**config.mk**
```make
export PLATFORM = sky130hd
export DESIGN_NAME = port_function_mux
export DESIGN_NICKNAME = d
export VERILOG_FILES = /design/src/verilog/port_mux_pkg.sv /design/src/verilog/pin_sync.sv /design/src/verilog/pin_drive_cell.sv /design/src/verilog/port_function_mux.sv
export SDC_FILE = /design/constraint.sdc
export NUM_CORES = 1
export LEC_CHECK = 0
export ABC_CLOCK_PERIOD_IN_PS = 6100
export BUFFER_PORTS_ARGS = -buffer_cell sky130_fd_sc_hd__buf_2
export CELL_PAD_IN_SITES_DETAIL_PLACEMENT = 2
export CELL_PAD_IN_SITES_GLOBAL_PLACEMENT = 2
export CORE_UTILIZATION = 41
export CTS_BUF_LIST = sky130_fd_sc_hd__clkbuf_2
export DETAILED_ROUTE_END_ITERATION = 10
export PLACE_DENSITY_LB_ADDON = 0.1
export SYNTH_ARGS = -nofsm -noshare
export SYNTH_HDL_FRONTEND = slang
export SYNTH_SLANG_ARGS = --single-unit
```
**constraint.sdc**
```tcl
create_clock -name core_clk_i -period 6.1 [get_ports core_clk_i]
set_clock_uncertainty 0.05 [all_clocks]
set_input_delay 0 -clock core_clk_i [delete_from_list [all_inputs] [get_ports core_clk_i]]
set_output_delay 0 -clock core_clk_i [all_outputs]
set_load 0.1 [all_outputs]
```
**src/verilog/port_mux_pkg.sv**
```systemverilog
// constants and carrier types for the eight-pin port function multiplexer
package port_mux_pkg;

  // ************************************************
  // bus and register map
  // ************************************************
  localparam int unsigned ADDR_W = 16;
  localparam int unsigned DATA_W = 8;
  localparam int unsigned PIN_N  = 8;

  localparam logic [15:0] OFS_LEVEL = 16'hf220;
  localparam logic [15:0] OFS_DIR   = 16'hf221;
  localparam logic [15:0] OFS_DRV0  = 16'hf222;
  localparam logic [15:0] OFS_DRV1  = 16'hf223;
  localparam logic [15:0] OFS_FSEL0 = 16'hf224;
  localparam logic [15:0] OFS_FSEL1 = 16'hf225;
  localparam logic [7:0]  RST_REG   = 8'h00;

  // ************************************************
  // codes
  // ************************************************
  localparam logic [1:0] FN_GPIO = 2'h0;
  localparam logic [1:0] FN_ALT1 = 2'h1;
  localparam logic [1:0] FN_ALT2 = 2'h2;
  localparam logic [1:0] FN_ALT3 = 2'h3;

  localparam logic [1:0] DRV_HIZ  = 2'h0;
  localparam logic [1:0] DRV_PCH  = 2'h1;
  localparam logic [1:0] DRV_NCH  = 2'h2;
  localparam logic [1:0] DRV_CMOS = 2'h3;

  localparam logic DIR_OUT = 1'b0;

  // ************************************************
  // carriers
  // ************************************************
  typedef struct packed {
    logic       dir_in;
    logic [1:0] drv;
    logic       src;
    logic       force_cmos;
    logic       fixed;
    logic       periph_drive;
    logic       periph_oe;
  } pin_req_t;

  typedef struct packed {
    logic oe;
    logic out;
    logic pull_up;
    logic pull_down;
  } pad_t;

endpackage : port_mux_pkg

```
**src/verilog/pin_sync.sv**
```systemverilog
// two flip-flop synchroniser for the pin levels
`timescale 1ns/1ps
module pin_sync
  import port_mux_pkg::*;
#(
  parameter int unsigned W = 8
)
(
  // clock and reset
  input  wire logic         core_clk_i,
  input  wire logic         rst_i,
  // levels
  input  wire logic [W-1:0] d_i,
  output logic      [W-1:0] q_o
);

  logic [W-1:0] meta_q;
  logic [W-1:0] sync_q;

  always_ff @(posedge core_clk_i or posedge rst_i)
  begin
    if (rst_i)
    begin
      meta_q <= '0;
      sync_q <= '0;
    end
    else
    begin
      meta_q <= d_i;
      sync_q <= meta_q;
    end
  end

  assign q_o = sync_q;

endmodule : pin_sync

```
**src/verilog/pin_drive_cell.sv**
```systemverilog
// pad drive decode for one pin
`timescale 1ns/1ps
module pin_drive_cell
  import port_mux_pkg::*;
(
  // request
  input  wire pin_req_t req_i,
  // pad controls
  output pad_t          pad_o
);

  always_comb
  begin
    pad_o = '0;
    if (req_i.periph_drive)
    begin
      pad_o.oe  = req_i.periph_oe;
      pad_o.out = req_i.src;
    end
    else if (req_i.force_cmos)
    begin
      pad_o.oe  = 1'b1;
      pad_o.out = req_i.src;
    end
    else if (req_i.dir_in)
    begin
      pad_o.pull_down = (req_i.drv == DRV_PCH);
      pad_o.pull_up   = (req_i.drv == DRV_NCH);
    end
    else if (req_i.fixed)
    begin
      // prohibited code: N-open and CMOS both hold low
      pad_o.oe = (req_i.drv == DRV_NCH) || (req_i.drv == DRV_CMOS);
    end
    else
    begin
      unique case (req_i.drv)
        DRV_HIZ:
          pad_o.oe = 1'b0;
        DRV_PCH:
        begin
          pad_o.oe  = req_i.src;
          pad_o.out = 1'b1;
        end
        DRV_NCH:
          pad_o.oe = ~req_i.src;
        DRV_CMOS:
        begin
          pad_o.oe  = 1'b1;
          pad_o.out = req_i.src;
        end
      endcase
    end
  end

endmodule : pin_drive_cell

```
**src/verilog/port_function_mux.sv**
```systemverilog
// eight-pin port with register file and per-pin function multiplexer
//
// Local design decision: the address-and-strobe port.
`timescale 1ns/1ps
module port_function_mux
  import port_mux_pkg::*;
(
  // clock and reset
  input  wire logic              core_clk_i,
  input  wire logic              rst_i,
  // register port
  input  wire logic [ADDR_W-1:0] addr_i,
  input  wire logic [DATA_W-1:0] wdata_i,
  input  wire logic              wr_i,
  input  wire logic              rd_i,
  output logic      [DATA_W-1:0] rdata_o,
  // board pins
  input  wire logic [PIN_N-1:0]  pin_i,
  output logic      [PIN_N-1:0]  pin_o,
  output logic      [PIN_N-1:0]  pin_oe_o,
  output logic      [PIN_N-1:0]  pin_pull_up_o,
  output logic      [PIN_N-1:0]  pin_pull_down_o,
  // peripheral outputs toward the pins
  input  wire logic              pulse_width_channel_four_i,
  input  wire logic              pulse_width_channel_five_i,
  input  wire logic              sync_serial_zero_out_i,
  input  wire logic              sync_serial_zero_clock_i,
  input  wire logic              sync_serial_zero_clock_oe_i,
  input  wire logic              async_zero_transmit_i,
  input  wire logic              async_one_transmit_i,
  input  wire logic              twi_clock_low_i,
  input  wire logic              twi_data_low_i,
  // pin levels toward the peripherals
  output logic                   sync_serial_zero_in_o,
  output logic                   sync_serial_zero_clock_in_o,
  output logic                   async_zero_receive_o,
  output logic                   twi_clock_in_o,
  output logic                   twi_data_in_o
);

  // ************************************************
  // registers
  // ************************************************
  logic [DATA_W-1:0] level_q, level_d;
  logic [DATA_W-1:0] dir_q, dir_d;
  logic [DATA_W-1:0] drv0_q, drv0_d;
  logic [DATA_W-1:0] drv1_q, drv1_d;
  logic [DATA_W-1:0] fsel0_q, fsel0_d;
  logic [DATA_W-1:0] fsel1_q, fsel1_d;
  logic [DATA_W-1:0] rdata_q, rdata_d;
  logic [PIN_N-1:0]  pin_s;
  logic [PIN_N-1:0]  level_view;

  pin_sync #(
    .W (PIN_N)
  ) u_sync (
    .core_clk_i (core_clk_i),
    .rst_i      (rst_i),
    .d_i        (pin_i),
    .q_o        (pin_s)
  );

  // input-mode bits show the pin, output-mode bits the register
  assign level_view = (dir_q & pin_s) | (~dir_q & level_q);

  always_comb
  begin
    level_d = level_q;
    dir_d   = dir_q;
    drv0_d  = drv0_q;
    drv1_d  = drv1_q;
    fsel0_d = fsel0_q;
    fsel1_d = fsel1_q;
    rdata_d = '0;
    if (wr_i)
    begin
      unique case (addr_i)
        OFS_LEVEL: level_d = wdata_i;
        OFS_DIR:   dir_d   = wdata_i;
        OFS_DRV0:  drv0_d  = wdata_i;
        OFS_DRV1:  drv1_d  = wdata_i;
        OFS_FSEL0: fsel0_d = wdata_i;
        OFS_FSEL1: fsel1_d = wdata_i;
        default:   ;
      endcase
    end
    if (rd_i)
    begin
      unique case (addr_i)
        OFS_LEVEL: rdata_d = level_view;
        OFS_DIR:   rdata_d = dir_q;
        OFS_DRV0:  rdata_d = drv0_q;
        OFS_DRV1:  rdata_d = drv1_q;
        OFS_FSEL0: rdata_d = fsel0_q;
        OFS_FSEL1: rdata_d = fsel1_q;
        default:   rdata_d = '0;
      endcase
    end
  end

  always_ff @(posedge core_clk_i or posedge rst_i)
  begin
    if (rst_i)
    begin
      level_q <= RST_REG;
      dir_q   <= RST_REG;
      drv0_q  <= RST_REG;
      drv1_q  <= RST_REG;
      fsel0_q <= RST_REG;
      fsel1_q <= RST_REG;
      rdata_q <= '0;
    end
    else
    begin
      level_q <= level_d;
      dir_q   <= dir_d;
      drv0_q  <= drv0_d;
      drv1_q  <= drv1_d;
      fsel0_q <= fsel0_d;
      fsel1_q <= fsel1_d;
      rdata_q <= rdata_d;
    end
  end

  assign rdata_o = rdata_q;

  // ************************************************
  // function multiplexer
  // ************************************************
  logic [1:0] code [PIN_N];
  pin_req_t   req  [PIN_N];

  always_comb
  begin
    for (int i = 0; i < PIN_N; i++)
    begin
      code[i]              = {fsel1_q[i], fsel0_q[i]};
      req[i]               = '0;
      req[i].dir_in        = dir_q[i];
      req[i].drv           = {drv1_q[i], drv0_q[i]};
      req[i].src           = level_q[i];
    end
    unique case (code[7])
      FN_GPIO: ;
      FN_ALT2: req[7].src = pulse_width_channel_five_i;
      FN_ALT1, FN_ALT3: req[7].fixed = 1'b1;
    endcase
    unique case (code[6])
      FN_GPIO: ;
      FN_ALT2:
      begin
        req[6].src        = sync_serial_zero_out_i;
        req[6].force_cmos = 1'b1;
      end
      FN_ALT1, FN_ALT3: req[6].fixed = 1'b1;
    endcase
    unique case (code[5])
      FN_GPIO: ;
      FN_ALT2:
      begin
        req[5].src        = sync_serial_zero_clock_i;
        req[5].force_cmos = 1'b1;
      end
      FN_ALT1, FN_ALT3: req[5].fixed = 1'b1;
    endcase
    unique case (code[4])
      FN_GPIO, FN_ALT2: ;
      FN_ALT1, FN_ALT3: req[4].fixed = 1'b1;
    endcase
    unique case (code[3])
      FN_GPIO: ;
      FN_ALT1:
      begin
        req[3].src        = async_zero_transmit_i;
        req[3].force_cmos = 1'b1;
      end
      FN_ALT2: req[3].src = pulse_width_channel_four_i;
      FN_ALT3:
      begin
        req[3].src        = async_one_transmit_i;
        req[3].force_cmos = 1'b1;
      end
    endcase
    unique case (code[2])
      FN_GPIO, FN_ALT1: ;
      FN_ALT2:
      begin
        req[2].src        = sync_serial_zero_out_i;
        req[2].force_cmos = 1'b1;
      end
      FN_ALT3: req[2].fixed = 1'b1;
    endcase
    unique case (code[1])
      FN_GPIO: ;
      FN_ALT1:
      begin
        // open-drain two-wire clock: only ever pulls low
        req[1].src          = 1'b0;
        req[1].periph_drive = 1'b1;
        req[1].periph_oe    = twi_clock_low_i;
      end
      FN_ALT2:
      begin
        req[1].src          = sync_serial_zero_clock_i;
        req[1].periph_drive = 1'b1;
        req[1].periph_oe    = sync_serial_zero_clock_oe_i;
      end
      FN_ALT3: req[1].fixed = 1'b1;
    endcase
    unique case (code[0])
      FN_GPIO, FN_ALT2: ;
      FN_ALT1:
      begin
        req[0].src          = 1'b0;
        req[0].periph_drive = 1'b1;
        req[0].periph_oe    = twi_data_low_i;
      end
      FN_ALT3: req[0].fixed = 1'b1;
    endcase
  end

  // ************************************************
  // pad drive, registered per pin
  // ************************************************
  pad_t pad_d [PIN_N];
  pad_t pad_q [PIN_N];

  for (genvar g = 0; g < PIN_N; g++)
  begin : g_pin
    pin_drive_cell u_cell (
      .req_i (req[g]),
      .pad_o (pad_d[g])
    );

    always_ff @(posedge core_clk_i or posedge rst_i)
    begin
      if (rst_i)
        pad_q[g] <= '0;
      else
        pad_q[g] <= pad_d[g];
    end

    assign pin_o[g]           = pad_q[g].out;
    assign pin_oe_o[g]        = pad_q[g].oe;
    assign pin_pull_up_o[g]   = pad_q[g].pull_up;
    assign pin_pull_down_o[g] = pad_q[g].pull_down;

    nch_drive_a: assert property (@(posedge core_clk_i) disable iff (rst_i)
      code[g] == FN_GPIO && dir_q[g] == DIR_OUT && req[g].drv == DRV_NCH
      |=> pin_oe_o[g] == !$past(level_q[g]) && !pin_o[g])
      else $error("n-channel open drain does not follow data");
  end

  // ************************************************
  // routing toward the peripherals
  // ************************************************
  logic [4:0] route_q, route_d;

  always_comb
  begin
    route_d    = 5'h00;
    // idle levels: sync serial data and clock in low, async receive and two-wire clock and data high
    route_d[0] = (code[4] == FN_ALT2) ? pin_s[4] :
                 (code[0] == FN_ALT2) ? pin_s[0] : 1'b0;
    route_d[1] = (code[1] == FN_ALT2) ? pin_s[1] : 1'b0;
    route_d[2] = (code[2] == FN_ALT1) ? pin_s[2] : 1'b1;
    route_d[3] = (code[1] == FN_ALT1) ? pin_s[1] : 1'b1;
    route_d[4] = (code[0] == FN_ALT1) ? pin_s[0] : 1'b1;
  end

  always_ff @(posedge core_clk_i or posedge rst_i)
  begin
    if (rst_i)
      route_q <= 5'h1c;
    else
      route_q <= route_d;
  end

  assign sync_serial_zero_in_o       = route_q[0];
  assign sync_serial_zero_clock_in_o = route_q[1];
  assign async_zero_receive_o        = route_q[2];
  assign twi_clock_in_o              = route_q[3];
  assign twi_data_in_o               = route_q[4];

  // ************************************************
  // checks
  // ************************************************
  fsel_write_a: assert property (@(posedge core_clk_i) disable iff (rst_i)
    wr_i && addr_i == OFS_FSEL0 |=> fsel0_q == $past(wdata_i))
    else $error("function select low not written");

  level_read_a: assert property (@(posedge core_clk_i) disable iff (rst_i)
    rd_i && addr_i == OFS_LEVEL
    |=> rdata_o == (($past(dir_q) & $past(pin_s)) | (~$past(dir_q) & $past(level_q))))
    else $error("data read does not mix pin and register");

  read_idle_a: assert property (@(posedge core_clk_i) disable iff (rst_i)
    !rd_i |=> rdata_o == '0)
    else $error("read data outside its cycle");

  pwm_five_a: assert property (@(posedge core_clk_i) disable iff (rst_i)
    code[7] == FN_ALT2 && !dir_q[7] && req[7].drv == DRV_CMOS
    |=> pin_oe_o[7] && pin_o[7] == $past(pulse_width_channel_five_i))
    else $error("pwm five not on pin 7");

  prohib_fixed_a: assert property (@(posedge core_clk_i) disable iff (rst_i)
    req[7].fixed && !dir_q[7]
    |=> !pin_o[7] && pin_oe_o[7] == ($past(drv1_q[7])))
    else $error("prohibited pin not fixed");

  serial_cmos_a: assert property (@(posedge core_clk_i) disable iff (rst_i)
    code[6] == FN_ALT2 ##0 (req[6].drv == DRV_HIZ || dir_q[6])
    |=> pin_oe_o[6] && pin_o[6] == $past(sync_serial_zero_out_i))
    else $error("serial output not forced to push-pull");

  uart_one_a: assert property (@(posedge core_clk_i) disable iff (rst_i)
    code[3] == FN_ALT3 |=> pin_oe_o[3] && pin_o[3] == $past(async_one_transmit_i))
    else $error("uart one transmit not on pin 3");

  twi_clock_a: assert property (@(posedge core_clk_i) disable iff (rst_i)
    code[1] == FN_ALT1 |=> pin_oe_o[1] == $past(twi_clock_low_i) && !pin_o[1])
    else $error("two-wire clock not open drain");

  pull_up_a: assert property (@(posedge core_clk_i) disable iff (rst_i)
    code[4] == FN_GPIO && dir_q[4] && req[4].drv == DRV_NCH
    |=> pin_pull_up_o[4] && !pin_oe_o[4] && !pin_pull_down_o[4])
    else $error("input pull-up missing");

  rx_route_a: assert property (@(posedge core_clk_i) disable iff (rst_i)
    code[2] == FN_ALT1 |=> async_zero_receive_o == $past(pin_s[2]))
    else $error("receive input not routed from pin 2");

  reset_hiz_a: assert property (@(posedge core_clk_i)
    $past(rst_i) |-> pin_oe_o == '0 && pin_pull_up_o == '0 && pin_pull_down_o == '0)
    else $error("pins not high impedance after reset");

endmodule : port_function_mux

```
==> metrics.md <==
| Metric | Value |
|---|---|
| Max IR drop VDD | ~0.12 mV |
| Worst Hold Slack | between 90 and 100 ps |
| Num CTS Buffers | 9 |
| Drt pass-1 iters | 4 |
| Die area | ~12000 sq um |
| Max Cap Viol | 0 |
| Antenna violations before repair | 1 |
| Gr usage total | 0.266 |
| Power Density | between 150 and 200 nW/um^2 |
| R2R setup slack | ~3700 ps |
| Crit path kind | in -> reg |
| FF-to-FF End | pin_oe_o[1] |
| Syn_nets | about 400 |
| Num rows | 38 |
| Share of post-route cells with drive strength above 1 | 0.347 |
| Worst slew pin tran | approximately 840 ps |
| Number of synthesized flops with an enable pin | 0 |
| Postcts setup bufs | 0 |
| Core area | 11000 sq um |
| Via-to-Cell Ratio | 5.58 |
| Die Span X | ~110 microns |
| Pin count of the biggest net entering global routing | 63 |
| Routed wire per std cell | about 22 microns |
| Clk_lat worst skew | 630 ps |
| Synthesis Warnings | 0 |
| Register clock-pin slew on the reported worst setup and hold paths | approximately 270 ps |
| Setup_tns | 0 ps |
| Worst-case clock buffer depth | 2 |
| Number of global-route vias before repair | just over 4000 |
| Synthesized flop and latch total | approximately 110 |
| Crit-path max FO | 7 |
| Leak | 2.84 nW |
| First-pass GRT wire length | between 20 and 25 mm |
| Critical path capture point type | flip-flop |
| Slew margin rel. | 0.441 |
| RSZ-0062 raised after global routing | false |
| Worst reg-to-reg path cell count | 7 |
| Min cycle time layout | between 3000 and 4000 ps |
| Mapped Avg Cell Area | 12.9 sq um |
| Worst Setup SP | addr_i[4] |
| Fillers | roughly 1100 |
| GR Overflow Total | 0 |
| CTS sink count | around 110 |
| DRC | 0 |
| Area Overhead vs Synth | 24.2% |
| CP endpoint | drv1_q[6] |
| Seq/Total Area, Yosys | 0.585 |
| Required @ worst endpoint | around 6600 ps |
| Synthesized cell area | about 4700 sq um |
| Startpoint Class | primary input |
| Placed inst area | 5230 sq um |
| Clk root buf | clkbuf_2 |
| Post-DP HPWL | approximately 8.7 mm |
| Pins over their slew limit | 0 |
| Crit-path cells | dlygate4sd3_1 > buf_2 > or4b_4 > dlygate4sd3_1 > nor4_4 > nand4_4 > dlygate4sd3_1 > mux2_2 |
| Final instance area | between 5000 and 6000 sq um |
| Port buffer count | 89 |
| Commonest non-fill, non-tap cells in the layout | 106 x dfrtp_1, 89 x buf_2, 56 x mux2_2 |
| CTS tree | yes |
| Top cell by count, worst path | dlygate4sd3_1 |
| 1st-iter DRT viols | between 100 and 150 |
| Async set or reset register ratio after synthesis | 1.00 |
| Largest stage delay, worst path | a little over 800 ps |
| IO Pins | 90 |
| Fin crit share | 0.522 |
| Post-cts resize count | 0 |
| RePlAce Congestion | 0.778 |
| Hold Fails Final Rpt | 0 |
| Fin nets | roughly 550 |
| Unique masters post-synth | 54 |
| Highest-delay cell along the critical path | dlygate4sd3_1 |
| Most common cell after layout, fill and taps aside | dfrtp_1 |
| Hold Crit Class | in -> reg |
| Final wirelength | approximately 14 mm |
| Most used DFF post-synth | dfrtp_1 |
| Fmax achieved | about 0.31 GHz |
| Vias | 3605 |
| H-tree Lvls | 3 |
| Post-route ant nets | 0 |
| Die Y | roughly 110 microns |
| CP arrival | 3690 ps |
| Outcome | finished, final reports clean |
| RR Startpoint | fsel0_q[1] |
| Initial Util | 0.425 |
| Cells after Synth | approximately 360 |
| Final setup vio count | 0 |
==> synthesized netlist by cell type (2+ instances only) <==
cell type,instances,area [sq um]
a211oi_1,4,30.0
a21oi_1,8,40.0
a31oi_1,6,37.5
and3_1,4,25.0
and4b_1,2,20.0
buf_1,2,7.51
buf_6,2,22.5
clkbuf_1,5,18.8
dfrtp_1,106,2650
dfstp_2,3,78.8
ha_1,3,37.5
inv_1,15,56.3
mux2_2,56,631
mux2i_1,8,80.1
nand2_1,20,75.1
nand2b_1,5,31.3
nand3_1,13,65.1
nand3_2,2,20.0
nand3b_1,3,22.5
nand4_1,8,50.1
nor2_1,11,41.3
nor2b_1,11,68.8
nor3_1,4,20.0
nor3b_1,8,60.1
nor4b_1,2,17.5
nor4bb_1,2,20.0
o21ai_0,12,60.1
o221ai_1,8,70.1
o22ai_1,2,12.5
o311a_1,2,20.0
o41ai_1,2,17.5
==> repair_timing <==
action / CTS / global route
hold buffers: 48 / 0
setup endpoints to repair: 0 / 0
endpoints found under the hold margin: 136 / 0
==> logic make-up after synthesis <==
kind of cell               Yosys count  synth area share
AOI/OAI and AO/OA                   52            0.0759
adders and majority gates            3           0.00804
DFF                                109             0.585
and+or+nand+nor                    107             0.148
buffers and inverters               26            0.0257
muxes                               65             0.157
==> area by class of cell <==
type / count / area, sq um / area share
timing repair buffer: 138 / 933 / 0.161
inverter: 15 / 58.8 / 0.0101
multi-input combinational: 227 / 1820 / 0.313
tap: 140 / 175 / 0.0302
clock buffer: 12 / 60.1 / 0.0104
antenna: 1 / 2.50 / 0.000432
clock inverter: 4 / 17.5 / 0.00302
sequential: 109 / 2730 / 0.471
==> report_power, final <==
part	internal [mW]	switching (mW)	total [mW]
Clock	0.0550	0.238	0.293
Sequential	0.730	0.00258	0.733
Combinational	0.0327	0.0429	0.0757
Total	0.818	0.283	1.10
==> registers in the layout, indices dropped and copies added (netlist names) <==
signal	flops
u_sync.meta_q	8
fsel1_q	8
route_q	5
drv0_q	8
dir_q	8
pin_o	8
pin_pull_up_o	8
level_q	8
pin_pull_down_o	8
fsel0_q	8
u_sync.q_o	8
drv1_q	8
pin_oe_o	8
rdata_o	8
==> worst max-delay path: cells and delay by family <==
kind / cells / cell delay, ps
buffers and inverters: 4 / 2120
multiplexers: 1 / 360
AND/OR/NAND/NOR: 3 / 1210
==> stage by stage <==
| step | util | total power [mW] | setup WS, ps | cells |
|---|---|---|---|---|
| 2_1_floorplan | - | 0.768 | 3180 | 362 |
| 3_3_place_gp | 0.477 | 0.796 | 3680 | 581 |
| 3_5_place_dp | 0.477 | 0.798 | 3670 | 581 |
| 4_1_cts | 0.527 | 1.11 | 3010 | 645 |
| 5_1_grt | 0.528 | 1.14 | 2900 | 646 |
| 6_report | 0.528 | 1.10 | 2910 | 646 |
==> routing by layer <==
metal | track usage | wire, microns | vias to the layer above
met5 | 0 | 0 | -
met4 | 0.119 | 345 | 0
met3 | 0.0377 | 384 | 25
met2 | 0.473 | 7810 | 80
met1 | 0.319 | 5920 | 1889
li1 | - | - | 1611
==> how the worst min path moves through the flow <==
stage,startpoint,endpoint,slack [ps],cells after the start
after floorplan,pin_i[0],u_sync.meta_q[0],-20,0
after global placement,pin_i[5],u_sync.meta_q[5],60,1
after detailed placement,pin_i[3],u_sync.meta_q[3],60,1
after CTS,addr_i[6],rdata_o[2],60,5
after global routing,addr_i[6],rdata_o[2],80,5
final,addr_i[6],rdata_o[2],100,5
Note: power is estimated with default switching activity, not from simulation.
